===== config.mk =====
export PLATFORM = sky130hd
export DESIGN_NAME = gsrm_bank
export DESIGN_NICKNAME = d
export VERILOG_FILES = /design/src/core/gsrm_pkg.sv /design/src/core/gsrm_hold.sv /design/src/core/gsrm_bank.sv
export VERILOG_INCLUDE_DIRS = /design/src /design/src/core
export SDC_FILE = /design/constraint.sdc
export NUM_CORES = 1
export LEC_CHECK = 0
export BUFFER_PORTS_ARGS = -buffer_cell sky130_fd_sc_hd__buf_2
export CAP_MARGIN = 20
export CORE_MARGIN = 4
export CORE_UTILIZATION = 45
export DETAILED_ROUTE_END_ITERATION = 10
export GPL_TIMING_DRIVEN = 0
export PLACE_DENSITY = 0.72
export SLEW_MARGIN = 5
export SYNTH_ARGS = -nofsm -noshare
export SYNTH_HDL_FRONTEND = slang
export SYNTH_SLANG_ARGS = --single-unit
export TNS_END_PERCENT = 50

===== constraint.sdc =====
create_clock -name ref_clk -period 5.7 [get_ports ref_clk]
set_input_delay 1.14 -clock ref_clk [delete_from_list [all_inputs] [get_ports ref_clk]]
set_output_delay 1.14 -clock ref_clk [all_outputs]
set_load 0.005 [all_outputs]

===== src/core/gsrm_params.svh =====
// Purpose: constants of the gas sensor register bank
// Assumes: included by the package and the bench
// Notes: addresses are zero-based protocol addresses
`ifndef GSRM_PARAMS_SVH
`define GSRM_PARAMS_SVH

`define GSRM_FC_READ_HOLD 8'h03
`define GSRM_FC_MEI 8'h2b
`define GSRM_MEI_DEV_ID 8'h0e
`define GSRM_FC_EXC_BIT 8'h80

`define GSRM_EXC_ILL_FUNC 8'h01
`define GSRM_EXC_ILL_ADDR 8'h02
`define GSRM_EXC_ILL_VALUE 8'h03

`define GSRM_QTY_MAX 16'h007d

`define GSRM_A_GAS_F 16'h0000
`define GSRM_A_TEMP_F 16'h0004
`define GSRM_A_GAS_I 16'h0100
`define GSRM_A_TEMP_I 16'h0102
`define GSRM_A_HEALTH 16'h0200
`define GSRM_A_ERR 16'h0201
`define GSRM_A_TEMP_COND 16'h0206
`define GSRM_A_GAS_COND 16'h0207

`define GSRM_QNAN 32'h7fc00000
`define GSRM_INT_NA 16'h8000
`define GSRM_INT_POS_MAX 16'h7ffe
`define GSRM_INT_NEG_MIN 16'h8002

`define GSRM_COND_OK 16'h0000
`define GSRM_COND_UNDER 16'h0004
`define GSRM_COND_OVER 16'h0008
`define GSRM_COND_FAIL 16'h0080
`define GSRM_COND_NOT_READY 16'h0100

`endif


===== src/core/gsrm_pkg.sv =====
// Purpose: types of the gas sensor register bank
// Assumes: gsrm_params.svh holds the numbers
// Notes: request and answer travel as packed structs
`include "gsrm_params.svh"

package gsrm_pkg;

    typedef struct packed {
        logic under;
        logic over;
        logic fail;
        logic not_ready;
    } gsrm_cond_s;

    typedef struct packed {
        logic [31:0] gas_float;
        logic [31:0] temp_float;
        logic [15:0] gas_int;
        logic [15:0] temp_tenths;
        logic gas_avail;
        logic temp_avail;
    } gsrm_meas_s;

    typedef struct packed {
        logic [15:0] health;
        logic [31:0] err_code;
        gsrm_cond_s temp_cond;
        gsrm_cond_s gas_cond;
    } gsrm_stat_s;

    typedef struct packed {
        logic [7:0] func;
        logic [7:0] mei;
        logic [15:0] addr;
        logic [15:0] qty;
    } gsrm_req_s;

    typedef enum logic [1:0] {
        GSRM_RSP_DATA = 2'b00,
        GSRM_RSP_EXC = 2'b01,
        GSRM_RSP_IDENT = 2'b10
    } gsrm_rsp_kind_e;

    typedef struct packed {
        logic valid;
        gsrm_rsp_kind_e kind;
        logic [7:0] func;
        logic [15:0] addr;
        logic [15:0] word;
        logic last;
        logic [7:0] exc_code;
    } gsrm_rsp_s;

    typedef enum logic [1:0] {
        GSRM_ST_IDLE = 2'b00,
        GSRM_ST_DECODE = 2'b01,
        GSRM_ST_CHECK = 2'b10,
        GSRM_ST_STREAM = 2'b11
    } gsrm_state_e;

    // failure outranks not-ready, which outranks range flags
    function automatic logic [15:0] gsrm_cond_code(input gsrm_cond_s c);
        if (c.fail) begin
            return `GSRM_COND_FAIL;
        end else if (c.not_ready) begin
            return `GSRM_COND_NOT_READY;
        end else if (c.over) begin
            return `GSRM_COND_OVER;
        end else if (c.under) begin
            return `GSRM_COND_UNDER;
        end
        return `GSRM_COND_OK;
    endfunction : gsrm_cond_code

endpackage : gsrm_pkg


===== src/core/gsrm_hold.sv =====
// Purpose: snapshot register loaded on one strobe
// Assumes: din is stable in the load cycle
// Notes: one load takes every bit of one sample
module gsrm_hold #(
    parameter int WIDTH = 16
) (
    input wire logic ref_clk,
    input wire logic srst,
    input wire logic load,
    input wire logic [WIDTH-1:0] din,
    output logic [WIDTH-1:0] dout
);
    logic [WIDTH-1:0] hold_q, hold_d;

    always_comb begin
        hold_d = load ? din : hold_q;
    end

    always_ff @(posedge ref_clk) begin
        if (srst) begin
            hold_q <= '0;
        end else begin
            hold_q <= hold_d;
        end
    end

    assign dout = hold_q;
endmodule : gsrm_hold


===== src/core/gsrm_bank.sv =====
// Purpose: read-only register bank behind a decoded request port
// Assumes: request and sample inputs come from ref_clk logic
// Notes: one answer word per cycle, exceptions before any data
// Function
// - read holding registers and device identification only
// - float and integer forms at distinct addresses
// - floats are single-precision binary32
// - float low word first, high word next
// - codes 0000..7ffe mean 0..32766
// - codes 8002..ffff are negative two's complement
// - code 8000 means value not available
// - protocol address is register number minus one
// - missing data reads NaN or 8000, no exception
// - exception only outside implemented ranges
// - gas and temperature at their fixed addresses
// - integer temperature is tenths of a degree
// - device health reads zero when healthy
// - 32-bit error code at 0201
// - condition codes ok, under, over, fail, not-ready
// - not-ready never on temperature condition
module gsrm_bank
    import gsrm_pkg::*;
(
    input wire logic ref_clk,
    input wire logic srst,
    input wire logic req_valid,
    input gsrm_req_s req,
    output logic req_ready,
    input gsrm_meas_s meas,
    input gsrm_stat_s stat,
    output gsrm_rsp_s rsp
);
    gsrm_state_e state_q, state_d;
    gsrm_req_s cur_q, cur_d;
    logic [16:0] cursor_q, cursor_d;
    logic [15:0] count_q, count_d;
    gsrm_rsp_s rsp_q, rsp_d;
    logic ready_q, ready_d;
    logic accept;
    gsrm_meas_s snap_m;
    gsrm_stat_s snap_s;
    logic hit;
    logic [15:0] word;

    assign accept = req_valid & ready_q;

    // sampled once per request so multi-word values never tear
    gsrm_hold #(
        .WIDTH($bits(gsrm_meas_s))
    ) u_hold_meas (
        .ref_clk(ref_clk),
        .srst(srst),
        .load(accept),
        .din(meas),
        .dout(snap_m)
    );

    gsrm_hold #(
        .WIDTH($bits(gsrm_stat_s))
    ) u_hold_stat (
        .ref_clk(ref_clk),
        .srst(srst),
        .load(accept),
        .din(stat),
        .dout(snap_s)
    );

    // 7fff and 8001 are undefined codes, so they fold to the limits
    function automatic logic [15:0] int_code(input logic avail,
                                             input logic [15:0] v);
        if (!avail) begin
            return `GSRM_INT_NA;
        end else if (v == `GSRM_INT_POS_MAX + 16'h0001) begin
            return `GSRM_INT_POS_MAX;
        end else if (v == `GSRM_INT_NA || v == `GSRM_INT_NA + 16'h0001) begin
            return `GSRM_INT_NEG_MIN;
        end
        return v;
    endfunction : int_code

    // addresses here are already zero-based
    always_comb begin
        hit = 1'b1;
        word = 16'h0000;
        if (cursor_q[16]) begin
            hit = 1'b0;
        end else begin
            unique case (cursor_q[15:0])
                `GSRM_A_GAS_F: begin
                    word = snap_m.gas_avail ? snap_m.gas_float[15:0]
                                            : 16'(`GSRM_QNAN & 32'h0000ffff);
                end
                `GSRM_A_GAS_F + 16'h0001: begin
                    word = snap_m.gas_avail ? snap_m.gas_float[31:16]
                                            : 16'(`GSRM_QNAN >> 16);
                end
                `GSRM_A_TEMP_F: begin
                    word = snap_m.temp_avail ? snap_m.temp_float[15:0]
                                             : 16'(`GSRM_QNAN & 32'h0000ffff);
                end
                `GSRM_A_TEMP_F + 16'h0001: begin
                    word = snap_m.temp_avail ? snap_m.temp_float[31:16]
                                             : 16'(`GSRM_QNAN >> 16);
                end
                `GSRM_A_GAS_I: begin
                    word = int_code(snap_m.gas_avail, snap_m.gas_int);
                end
                `GSRM_A_TEMP_I: begin
                    word = int_code(snap_m.temp_avail, snap_m.temp_tenths);
                end
                `GSRM_A_HEALTH: begin
                    word = snap_s.health;
                end
                `GSRM_A_ERR: begin
                    word = snap_s.err_code[15:0];
                end
                `GSRM_A_ERR + 16'h0001: begin
                    word = snap_s.err_code[31:16];
                end
                `GSRM_A_TEMP_COND: begin
                    word = gsrm_cond_code(snap_s.temp_cond) &
                           ~`GSRM_COND_NOT_READY;
                end
                `GSRM_A_GAS_COND: begin
                    word = gsrm_cond_code(snap_s.gas_cond);
                end
                default: begin
                    hit = 1'b0;
                end
            endcase
        end
    end

    always_comb begin
        state_d = state_q;
        cur_d = cur_q;
        cursor_d = cursor_q;
        count_d = count_q;
        rsp_d = '0;
        rsp_d.kind = GSRM_RSP_DATA;
        unique case (state_q)
            GSRM_ST_IDLE: begin
                if (accept) begin
                    cur_d = req;
                    state_d = GSRM_ST_DECODE;
                end
            end
            GSRM_ST_DECODE: begin
                cursor_d = {1'b0, cur_q.addr};
                count_d = cur_q.qty;
                state_d = GSRM_ST_IDLE;
                rsp_d.valid = 1'b1;
                rsp_d.func = cur_q.func;
                rsp_d.last = 1'b1;
                if (cur_q.func == `GSRM_FC_READ_HOLD) begin
                    if (cur_q.qty == 16'h0000 ||
                        cur_q.qty > `GSRM_QTY_MAX) begin
                        rsp_d.kind = GSRM_RSP_EXC;
                        rsp_d.func = cur_q.func | `GSRM_FC_EXC_BIT;
                        rsp_d.exc_code = `GSRM_EXC_ILL_VALUE;
                    end else begin
                        rsp_d = '0;
                        state_d = GSRM_ST_CHECK;
                    end
                end else if (cur_q.func == `GSRM_FC_MEI &&
                             cur_q.mei == `GSRM_MEI_DEV_ID) begin
                    rsp_d.kind = GSRM_RSP_IDENT;
                end else begin
                    rsp_d.kind = GSRM_RSP_EXC;
                    rsp_d.func = cur_q.func | `GSRM_FC_EXC_BIT;
                    rsp_d.exc_code = `GSRM_EXC_ILL_FUNC;
                end
            end
            GSRM_ST_CHECK: begin
                // whole span is checked first so no data precedes a fault
                if (!hit) begin
                    state_d = GSRM_ST_IDLE;
                    rsp_d.valid = 1'b1;
                    rsp_d.kind = GSRM_RSP_EXC;
                    rsp_d.func = cur_q.func | `GSRM_FC_EXC_BIT;
                    rsp_d.exc_code = `GSRM_EXC_ILL_ADDR;
                    rsp_d.last = 1'b1;
                end else if (count_q == 16'h0001) begin
                    cursor_d = {1'b0, cur_q.addr};
                    count_d = cur_q.qty;
                    state_d = GSRM_ST_STREAM;
                end else begin
                    cursor_d = cursor_q + 17'h00001;
                    count_d = count_q - 16'h0001;
                end
            end
            GSRM_ST_STREAM: begin
                rsp_d.valid = 1'b1;
                rsp_d.func = cur_q.func;
                rsp_d.addr = cursor_q[15:0];
                rsp_d.word = word;
                rsp_d.last = (count_q == 16'h0001);
                cursor_d = cursor_q + 17'h00001;
                count_d = count_q - 16'h0001;
                if (count_q == 16'h0001) begin
                    state_d = GSRM_ST_IDLE;
                end
            end
        endcase
        ready_d = (state_d == GSRM_ST_IDLE);
    end

    always_ff @(posedge ref_clk) begin
        if (srst) begin
            state_q <= GSRM_ST_IDLE;
            cur_q <= '0;
            cursor_q <= 17'h00000;
            count_q <= 16'h0000;
            rsp_q <= '0;
            ready_q <= 1'b0;
        end else begin
            state_q <= state_d;
            cur_q <= cur_d;
            cursor_q <= cursor_d;
            count_q <= count_d;
            rsp_q <= rsp_d;
            ready_q <= ready_d;
        end
    end

    assign req_ready = ready_q;
    assign rsp = rsp_q;

    AST_ONLY_KNOWN_FUNCS: assert property (
        @(posedge ref_clk) disable iff (srst)
        (rsp_q.valid && rsp_q.kind != GSRM_RSP_EXC) |->
        (rsp_q.func == `GSRM_FC_READ_HOLD || rsp_q.func == `GSRM_FC_MEI))
        else $error("non-exception answer to an unsupported function");

    AST_WRITE_REFUSED: assert property (
        @(posedge ref_clk) disable iff (srst)
        (accept && req.func == 8'h10) |->
        ##2 (rsp_q.valid && rsp_q.kind == GSRM_RSP_EXC &&
             rsp_q.exc_code == `GSRM_EXC_ILL_FUNC))
        else $error("write function not refused two cycles later");

    AST_LOW_WORD_FIRST: assert property (
        @(posedge ref_clk) disable iff (srst)
        (rsp_q.valid && rsp_q.kind == GSRM_RSP_DATA &&
         rsp_q.addr == `GSRM_A_GAS_F && snap_m.gas_avail && !rsp_q.last)
        |-> rsp_q.word == snap_m.gas_float[15:0] ##1
            (rsp_q.valid && rsp_q.word == snap_m.gas_float[31:16]))
        else $error("float words not low first from one sample");

    AST_NAN_WHEN_MISSING: assert property (
        @(posedge ref_clk) disable iff (srst)
        (rsp_q.valid && rsp_q.kind == GSRM_RSP_DATA &&
         rsp_q.addr == `GSRM_A_TEMP_F + 16'h0001 && !snap_m.temp_avail)
        |-> rsp_q.word == 16'h7fc0)
        else $error("missing temperature float is not a quiet NaN");

    AST_INT_NA_RESERVED: assert property (
        @(posedge ref_clk) disable iff (srst)
        (rsp_q.valid && rsp_q.kind == GSRM_RSP_DATA &&
         rsp_q.addr == `GSRM_A_GAS_I)
        |-> ((rsp_q.word == `GSRM_INT_NA) == !snap_m.gas_avail))
        else $error("8000 code not tied to missing gas value");

    AST_INT_POSITIVE: assert property (
        @(posedge ref_clk) disable iff (srst)
        (rsp_q.valid && rsp_q.addr == `GSRM_A_TEMP_I &&
         rsp_q.kind == GSRM_RSP_DATA && snap_m.temp_avail &&
         snap_m.temp_tenths <= `GSRM_INT_POS_MAX)
        |-> rsp_q.word == snap_m.temp_tenths)
        else $error("non-negative temperature code altered");

    AST_INT_NEGATIVE: assert property (
        @(posedge ref_clk) disable iff (srst)
        (rsp_q.valid && rsp_q.addr == `GSRM_A_GAS_I &&
         rsp_q.kind == GSRM_RSP_DATA && snap_m.gas_avail &&
         snap_m.gas_int[15])
        |-> rsp_q.word >= `GSRM_INT_NEG_MIN)
        else $error("negative gas code outside 8002..ffff");

    AST_TEMP_NOT_READY_CLEAR: assert property (
        @(posedge ref_clk) disable iff (srst)
        (rsp_q.valid && rsp_q.kind == GSRM_RSP_DATA &&
         rsp_q.addr == `GSRM_A_TEMP_COND)
        |-> (rsp_q.word != `GSRM_COND_NOT_READY &&
             (rsp_q.word == 16'h0000) == (snap_s.temp_cond == 4'h0 ||
                                          snap_s.temp_cond == 4'h1)))
        else $error("temperature condition shows not-ready");

    AST_HEALTH_PASS: assert property (
        @(posedge ref_clk) disable iff (srst)
        (rsp_q.valid && rsp_q.kind == GSRM_RSP_DATA &&
         rsp_q.addr == `GSRM_A_HEALTH) |-> rsp_q.word == snap_s.health)
        else $error("device health word differs from sample");

    AST_MAPPED_NO_EXC: assert property (
        @(posedge ref_clk) disable iff (srst)
        (accept && req.func == `GSRM_FC_READ_HOLD &&
         req.addr == `GSRM_A_GAS_F && req.qty == 16'h0002)
        |-> ##5 (rsp_q.valid && rsp_q.kind == GSRM_RSP_DATA)
            ##1 (rsp_q.valid && rsp_q.last))
        else $error("read of mapped float did not answer with data");

    AST_DATA_RUN_UNBROKEN: assert property (
        @(posedge ref_clk) disable iff (srst)
        (rsp_q.valid && rsp_q.kind == GSRM_RSP_DATA && !rsp_q.last) |=>
        (rsp_q.valid && rsp_q.kind == GSRM_RSP_DATA))
        else $error("data answer broken before its last word");

    AST_EXC_CARRIES_NO_DATA: assert property (
        @(posedge ref_clk) disable iff (srst)
        (rsp_q.valid && rsp_q.kind == GSRM_RSP_EXC) |->
        (rsp_q.last && rsp_q.word == 16'h0000 && rsp_q.addr == 16'h0000 &&
         rsp_q.func[7]))
        else $error("exception answer carries data or lacks last");

    AST_TEMP_FLOAT_HIGH: assert property (
        @(posedge ref_clk) disable iff (srst)
        (rsp_q.valid && rsp_q.kind == GSRM_RSP_DATA &&
         rsp_q.addr == `GSRM_A_TEMP_F + 16'h0001 && snap_m.temp_avail)
        |-> rsp_q.word == snap_m.temp_float[31:16])
        else $error("temperature float high word misplaced");

    AST_ERR_HIGH_WORD: assert property (
        @(posedge ref_clk) disable iff (srst)
        (rsp_q.valid && rsp_q.kind == GSRM_RSP_DATA &&
         rsp_q.addr == `GSRM_A_ERR + 16'h0001)
        |-> rsp_q.word == snap_s.err_code[31:16])
        else $error("error code high word misplaced");

    AST_GAS_COND_CODES: assert property (
        @(posedge ref_clk) disable iff (srst)
        (rsp_q.valid && rsp_q.kind == GSRM_RSP_DATA &&
         rsp_q.addr == `GSRM_A_GAS_COND)
        |-> rsp_q.word inside {`GSRM_COND_OK, `GSRM_COND_UNDER,
            `GSRM_COND_OVER, `GSRM_COND_FAIL, `GSRM_COND_NOT_READY})
        else $error("gas condition word is not a defined code");

    // the sample loads at accept, so it settles two edges before the first check
    AST_SNAP_HELD: assert property (
        @(posedge ref_clk) disable iff (srst)
        (!ready_q && !$past(ready_q)) |->
        ($stable(snap_m) && $stable(snap_s)))
        else $error("sample changed while an answer was pending");
endmodule : gsrm_bank


After elaboration in Yosys (flattened, before gate mapping)

Index checks and enable logic that the tools add are counted.

Latch bits: 0
Flip-flop bits (word level): 290
Input bits: 205
ROM bits: 0
Output and inout port bits: 53
Memories kept: 0
Logic and storage cells: 137
Memory bits (writable): 0

$lt $le $gt $ge: 1
Shift-type cells: 0
Multiplexer cells: 80
Reduce and logical (&&, ||, !) cells: 12
Multiply operators: 0
Equal/unequal tests: 24
Divide/modulo/power cells: 0
Bitwise gates (word level): 1
Add/sub/neg operators: 2

Operators with widths:

| operator                | number |
|---|---|
| $mux W16                | 25 |
| $pmux W16 S11           | 1 |
| $eq A16 B10 Y1 const B  | 5 |
| $eq A16 B16 Y1 const B  | 4 |
| $pmux W32 S2            | 1 |
| $pmux W17 S3            | 1 |
| $pmux W16 S3            | 1 |
| $mux W17                | 2 |
| $mux W33                | 1 |
| $eq A16 B1 Y1 const B   | 2 |
| $eq A16 B15 Y1 const B  | 2 |
| $eq A16 B3 Y1 const B   | 2 |
| $eq A16 B9 Y1 const B   | 2 |
| $logic_not A16 Y1       | 2 |
| $mux W1                 | 28 |
| $pmux W8 S3             | 1 |
| $mux W2                 | 9 |
| $mux W9                 | 2 |
| $add A17 B1 Y17 const B | 1 |
| $gt A16 B7 Y1 const B   | 1 |
| $pmux W8 S2             | 1 |
| $sub A16 B1 Y16 const B | 1 |
| $mux W11                | 1 |
| $reduce_or A11 Y1       | 1 |
| 17 further kinds        | 23 |

Depth between registers and ports, before layout

Depth after elaboration: 11
Depth in mapped cells: 10
Depth with buffers taken out: 8

Cells and area by module

A second synthesis with hierarchy kept.

Cells, all modules: 1383
Area, all modules: 12483.2 um^2

By module, submodules not included:

| module                   | seq. area each (um^2) | instances | cells an instance | area each (um^2) |
|---|---|---|---|---|
| gsrm_bank                | 2602.5                | 1         | 887               | 7010.5 |
| gsrm_hold at u_hold_meas | 1961.9                | 1         | 316               | 3458.3 |
| gsrm_hold at u_hold_stat | 1121.1                | 1         | 180               | 2014.4 |

Least setup slack after synthesis

OpenSTA, ideal clock, no wires.

Path kind: register to register
From: reg cursor_q[0]
To: reg rsp_q, in the netlist rsp[41]
Cell stages (with the launch flop): 9
Path buffers: 0
Path slack: 3.285 ns
Arrival time: 2.355 ns
Period minus slack after synthesis: 2.415 ns
Data required time: 5.640 ns
Library setup time: 0.060 ns
Cells stage by stage: dfxtp_1 inv_1 ha_1 and3b_1 o31ai_1 a2111oi_4 or2_2 a311oi_2 and2_1

Cells in the longest elaborated chain, start to end: 6
Elaborated cells on any way between the ends: 16

RTL lines:

| element                                | RTL line         | RTL |
|---|---|---|
| start, declared                        | gsrm_bank.sv:35  | `logic [16:0] cursor_q, cursor_d;` |
| start signal, assigned                 | gsrm_bank.sv:219 | `cursor_q <= cursor_d;` |
| $eq A16 B10 Y1 (tied with other cells) | gsrm_bank.sv:88  | `unique case (cursor_q[15:0])` |
| $reduce_or A11 Y1 (no source line) *   | -                |  |
| $mux W1 *                              | gsrm_bank.sv:88  |  |
| $mux W1 *                              | gsrm_bank.sv:85  | `if (cursor_q[16]) begin` |
| $mux W11 *                             | gsrm_bank.sv:176 | `if (!hit) begin` |
| $pmux W8 S3 *                          | gsrm_bank.sv:141 | `unique case (state_q)` |
| end signal, assigned                   | gsrm_bank.sv:221 | `rsp_q <= rsp_d;` |
| end, declared                          | gsrm_bank.sv:37  | `gsrm_rsp_s rsp_q, rsp_d;` |

Every way passes the cells marked *; elsewhere a longest branch is shown, timed or not.
A chain may end at the register's enable or synchronous reset.

Worst setup path after layout

From: reg cursor_q[3]
To: reg rsp_q, in the netlist rsp[17]

Cells in the longest elaborated chain, start to end: 4
Elaborated cells on any way between the ends: 14

RTL lines:

| element                                | RTL line |
|---|---|
| $eq A16 B10 Y1 (tied with other cells) | gsrm_bank.sv:88 |
| $pmux W16 S11 *                        | gsrm_bank.sv:88 |
| $mux W16 *                             | gsrm_bank.sv:85 |
| $pmux W32 S2 *                         | gsrm_bank.sv:141 |

Marks and branches as above.

==> flow_metrics.env <==
export IMPL_status="complete, no violations"
export IMPL_globalplace_congestion=0.949
export IMPL_crit_required_ns=6.16
export IMPL_finalCriticalPeriod_ns=3.29
export IMPL_synthTopCellsByArea="dfxtp_1 (47%), nand2_1 (14%), a21oi_1 (10%), clkbuf_1 (2.8%), o21ai_0 (2.1%)"
export IMPL_worstSetupStartpoint="cursor_q[3]$_SDFFE_PP0P_"
export IMPL_p_leak_nw=5.56
export IMPL_core_area_mm2=0.0262
export IMPL_post_cts_buffers=0
export IMPL_drv_cap=0
export IMPL_route_vias_total=12500
export IMPL_area_delta_synth_final_pct=22.2
export IMPL_start_util=0.461
export IMPL_synth_edf_count=0
export IMPL_grt_use_total=0.267
export IMPL_routed_wl_mm=41.9
export IMPL_dp_cells=2127
export IMPL_antenna_found_initial=0
export IMPL_die_area_mm2=0.0295
export IMPL_fin_cells=2181
export IMPL_ys_async_sr_fraction=0
export IMPL_relSlewSlack=0.244
export IMPL_r2r_start="cursor_q[3]$_SDFFE_PP0P_"
export IMPL_viasPerCell=5.72
export IMPL_worstSetupEndpoint="rsp[17]$_SDFF_PP0_"
export IMPL_nNetsFinal=2041
export IMPL_synth_cell_types=67
export IMPL_r2r_slack_ns=2.41
export IMPL_synthFlopType="dfxtp_1"
export IMPL_overflow=0
export IMPL_wire_per_inst_um=19.2
export IMPL_grt_pass1_wl_mm=62.1
export IMPL_worst_slew_pin_slew_ns=1.12
export IMPL_reg2regPathDepth=6
export IMPL_first_global_vias=11400
export IMPL_syn_area_per_cell_um2=7.86
export IMPL_cts_resized=0
export IMPL_drc=0
export IMPL_synth_top_area_frac=0.471
export IMPL_synth_cells=1536
export IMPL_ios=258
export IMPL_cts_root_buffer="clkbuf_16"
export IMPL_num_fill_cells=2447
export IMPL_synth_seq_cells=284
export IMPL_criticalPathCategory="flip-flop to flip-flop"
export IMPL_netlist_area_mm2=0.0121
export IMPL_final_layout_size_suffix_gt1_frac=0.178
export IMPL_start_kind="flip-flop"
export IMPL_setup_viol=0
export IMPL_setup_tns_ns=0
export IMPL_io_buffers=251
export IMPL_yosysWarnings=0
export IMPL_cts_sinks=284
export IMPL_period_share=0.577
export IMPL_fmax_mhz=304
export IMPL_worst_path_max_fanout=10
export IMPL_die_x_um=172
export IMPL_cts_hold_buf=0
export IMPL_end_kind="flip-flop"
export IMPL_synth_common_cells="nand2_1 (458), dfxtp_1 (284), a21oi_1 (248), clkbuf_1 (89), o21ai_0 (51)"
export IMPL_die_h_um=172
export IMPL_skew_ns=0.0242
export IMPL_hpwlAfterDp_mm=32.0
export IMPL_clk_path_buf_depth=3
export IMPL_grt_setup_unrepaired="false"
export IMPL_n_antenna_cell=0
export IMPL_ctsHtreeMaxLevel=1
export IMPL_finalHoldViolCount=0
export IMPL_cp_arrival_ns=3.74
export IMPL_final_util=0.563
export IMPL_cts_inserted_buffers=30
export IMPL_min_path_type="flip-flop to flip-flop"
export IMPL_cts_tree="yes"
export IMPL_grt_max_degree=15
export IMPL_path_clk_slew_ns=0.06
export IMPL_drtPass1Iterations=7
export IMPL_synth_top_area_cell="dfxtp_1"
export IMPL_num_rows=59
export IMPL_peakVddDrop_uv=202
export IMPL_rr_endpoint="rsp[17]$_SDFF_PP0_"
export IMPL_clk_insertion_delay_late_ns=0.56
export IMPL_postRouteAntennaNets=0
export IMPL_drtIter0Drc=1249
export IMPL_ys_seq_area_frac=0.471
export IMPL_powerDensity_mw_per_mm2=323
export IMPL_drv_slew=0
export IMPL_yosysMostFrequentCell="nand2_1"
[worst max-delay path, cell delays in order, from the launching register on]
cell and delay [ns]:
dfxtp_1 0.40, nor4_2 0.57, nand3_1 0.30, nor4b_1 1.02, clkbuf_1 0.34, o21ai_0 0.22
a41oi_1 0.34
[metal layers]
layer  GRT usage  vias to the layer above  routed length, um
met5           0                        -                  0
met4       0.108                        0               1880
met3      0.0375                      104               3280
met2       0.448                      590              19600
met1       0.348                     5839              17100
li1            -                     5953                  -
[state kept, by name, summed over array words and instances (netlist names)]
signal            count
rsp                  46
req_ready             1
count_q              16
u_hold_stat.dout     56
cursor_q             17
cur_q                48
state_q               2
u_hold_meas.dout     98
[worst min-delay path by stage]
stage	from	end	slack, ns	depth (start not counted)
final	u_hold_meas.dout[56]$_SDFFE_PP0P_	u_hold_meas.dout[56]$_SDFFE_PP0P_	0.46	2
after global routing	u_hold_stat.dout[24]$_SDFFE_PP0P_	u_hold_stat.dout[24]$_SDFFE_PP0P_	0.47	2
after detailed placement	u_hold_meas.dout[89]$_SDFFE_PP0P_	u_hold_meas.dout[89]$_SDFFE_PP0P_	0.45	2
after global placement	u_hold_meas.dout[89]$_SDFFE_PP0P_	u_hold_meas.dout[89]$_SDFFE_PP0P_	0.44	2
after floorplan	u_hold_meas.dout[89]$_SDFFE_PP0P_	u_hold_meas.dout[89]$_SDFFE_PP0P_	0.43	2
after CTS	u_hold_meas.dout[89]$_SDFFE_PP0P_	u_hold_meas.dout[89]$_SDFFE_PP0P_	0.45	2
[cells by family after synthesis]
family	after synthesis	synth area share
adders and majority gates	11	0.0114
DFF	284	0.471
and+or+nand+nor	665	0.245
muxes	2	0.00166
other	1	0.000310
xor gates and xnor gates	2	0.00145
buffers and inverters	134	0.0459
AOI/OAI and AO/OA	437	0.223
[placed cells by master, fill, tap and decap left out, types with 5 or more instances in the layout]
| cell | netlist | final |
|---|---|---|
| nand2_1 | 458 | 458 |
| dfxtp_1 | 284 | 284 |
| buf_2 | 5 | 256 |
| a21oi_1 | 248 | 248 |
| clkbuf_1 | 89 | 95 |
| o21ai_0 | 51 | 51 |
| nor2_1 | 41 | 41 |
| nor3_1 | 33 | 33 |
| clkbuf_16 | 0 | 31 |
| inv_1 | 17 | 17 |
| nand3_1 | 16 | 16 |
| a32o_1 | 16 | 16 |
| a31oi_1 | 16 | 16 |
| a221oi_1 | 16 | 16 |
| and3_1 | 15 | 15 |
| nor4_1 | 15 | 15 |
| nand4_1 | 15 | 15 |
| a222oi_1 | 15 | 15 |
| buf_1 | 13 | 13 |
| and2_1 | 12 | 12 |
| nor2b_1 | 12 | 12 |
| ha_1 | 11 | 11 |
| a211oi_1 | 9 | 9 |
| a22o_1 | 8 | 8 |
| or4_1 | 7 | 7 |
| nand2b_1 | 7 | 7 |
| nor4b_1 | 7 | 7 |
| clkinv_2 | 0 | 7 |
| o21a_1 | 6 | 6 |
| a21boi_0 | 6 | 6 |
| o22ai_1 | 6 | 6 |
| buf_4 | 6 | 6 |
| conb_1 | 1 | 6 |
| clkbuf_8 | 0 | 6 |
| a41oi_1 | 5 | 5 |
| o2bb2ai_1 | 5 | 5 |
[layout make-up]
type | count | area [um2] | share of cell area
flip-flops and latches | 284 | 5690 | 0.385
clock buffers | 43 | 881 | 0.0597
repair buffers | 252 | 1260 | 0.0854
clock inverters | 10 | 104 | 0.00703
plain buffers | 116 | 487 | 0.0330
inverters | 18 | 67.6 | 0.00458
well taps | 335 | 419 | 0.0284
multi-input cells | 1123 | 5860 | 0.397
[metrics by stage]
step	power, mW	hold WS, ns	instance area, um2	setup WS [ns]
after floorplan	2.59	0.431	12100	3.28
after global placement	2.83	0.439	13800	2.20
after detailed placement	2.85	0.447	13800	2.17
after CTS	4.77	0.455	14800	2.57
after global routing	4.94	0.468	14800	2.29
final	4.77	0.457	14800	2.41
[where the power goes]
part           internal [mW]  leakage [nW]  switching (mW)
Combinational          0.228          2.76           0.421
Clock                   1.16         0.492           0.793
Sequential              2.09          2.31          0.0879
Total                   3.47          5.56            1.30
No activity file was read; power rests on OpenSTA's default activity.
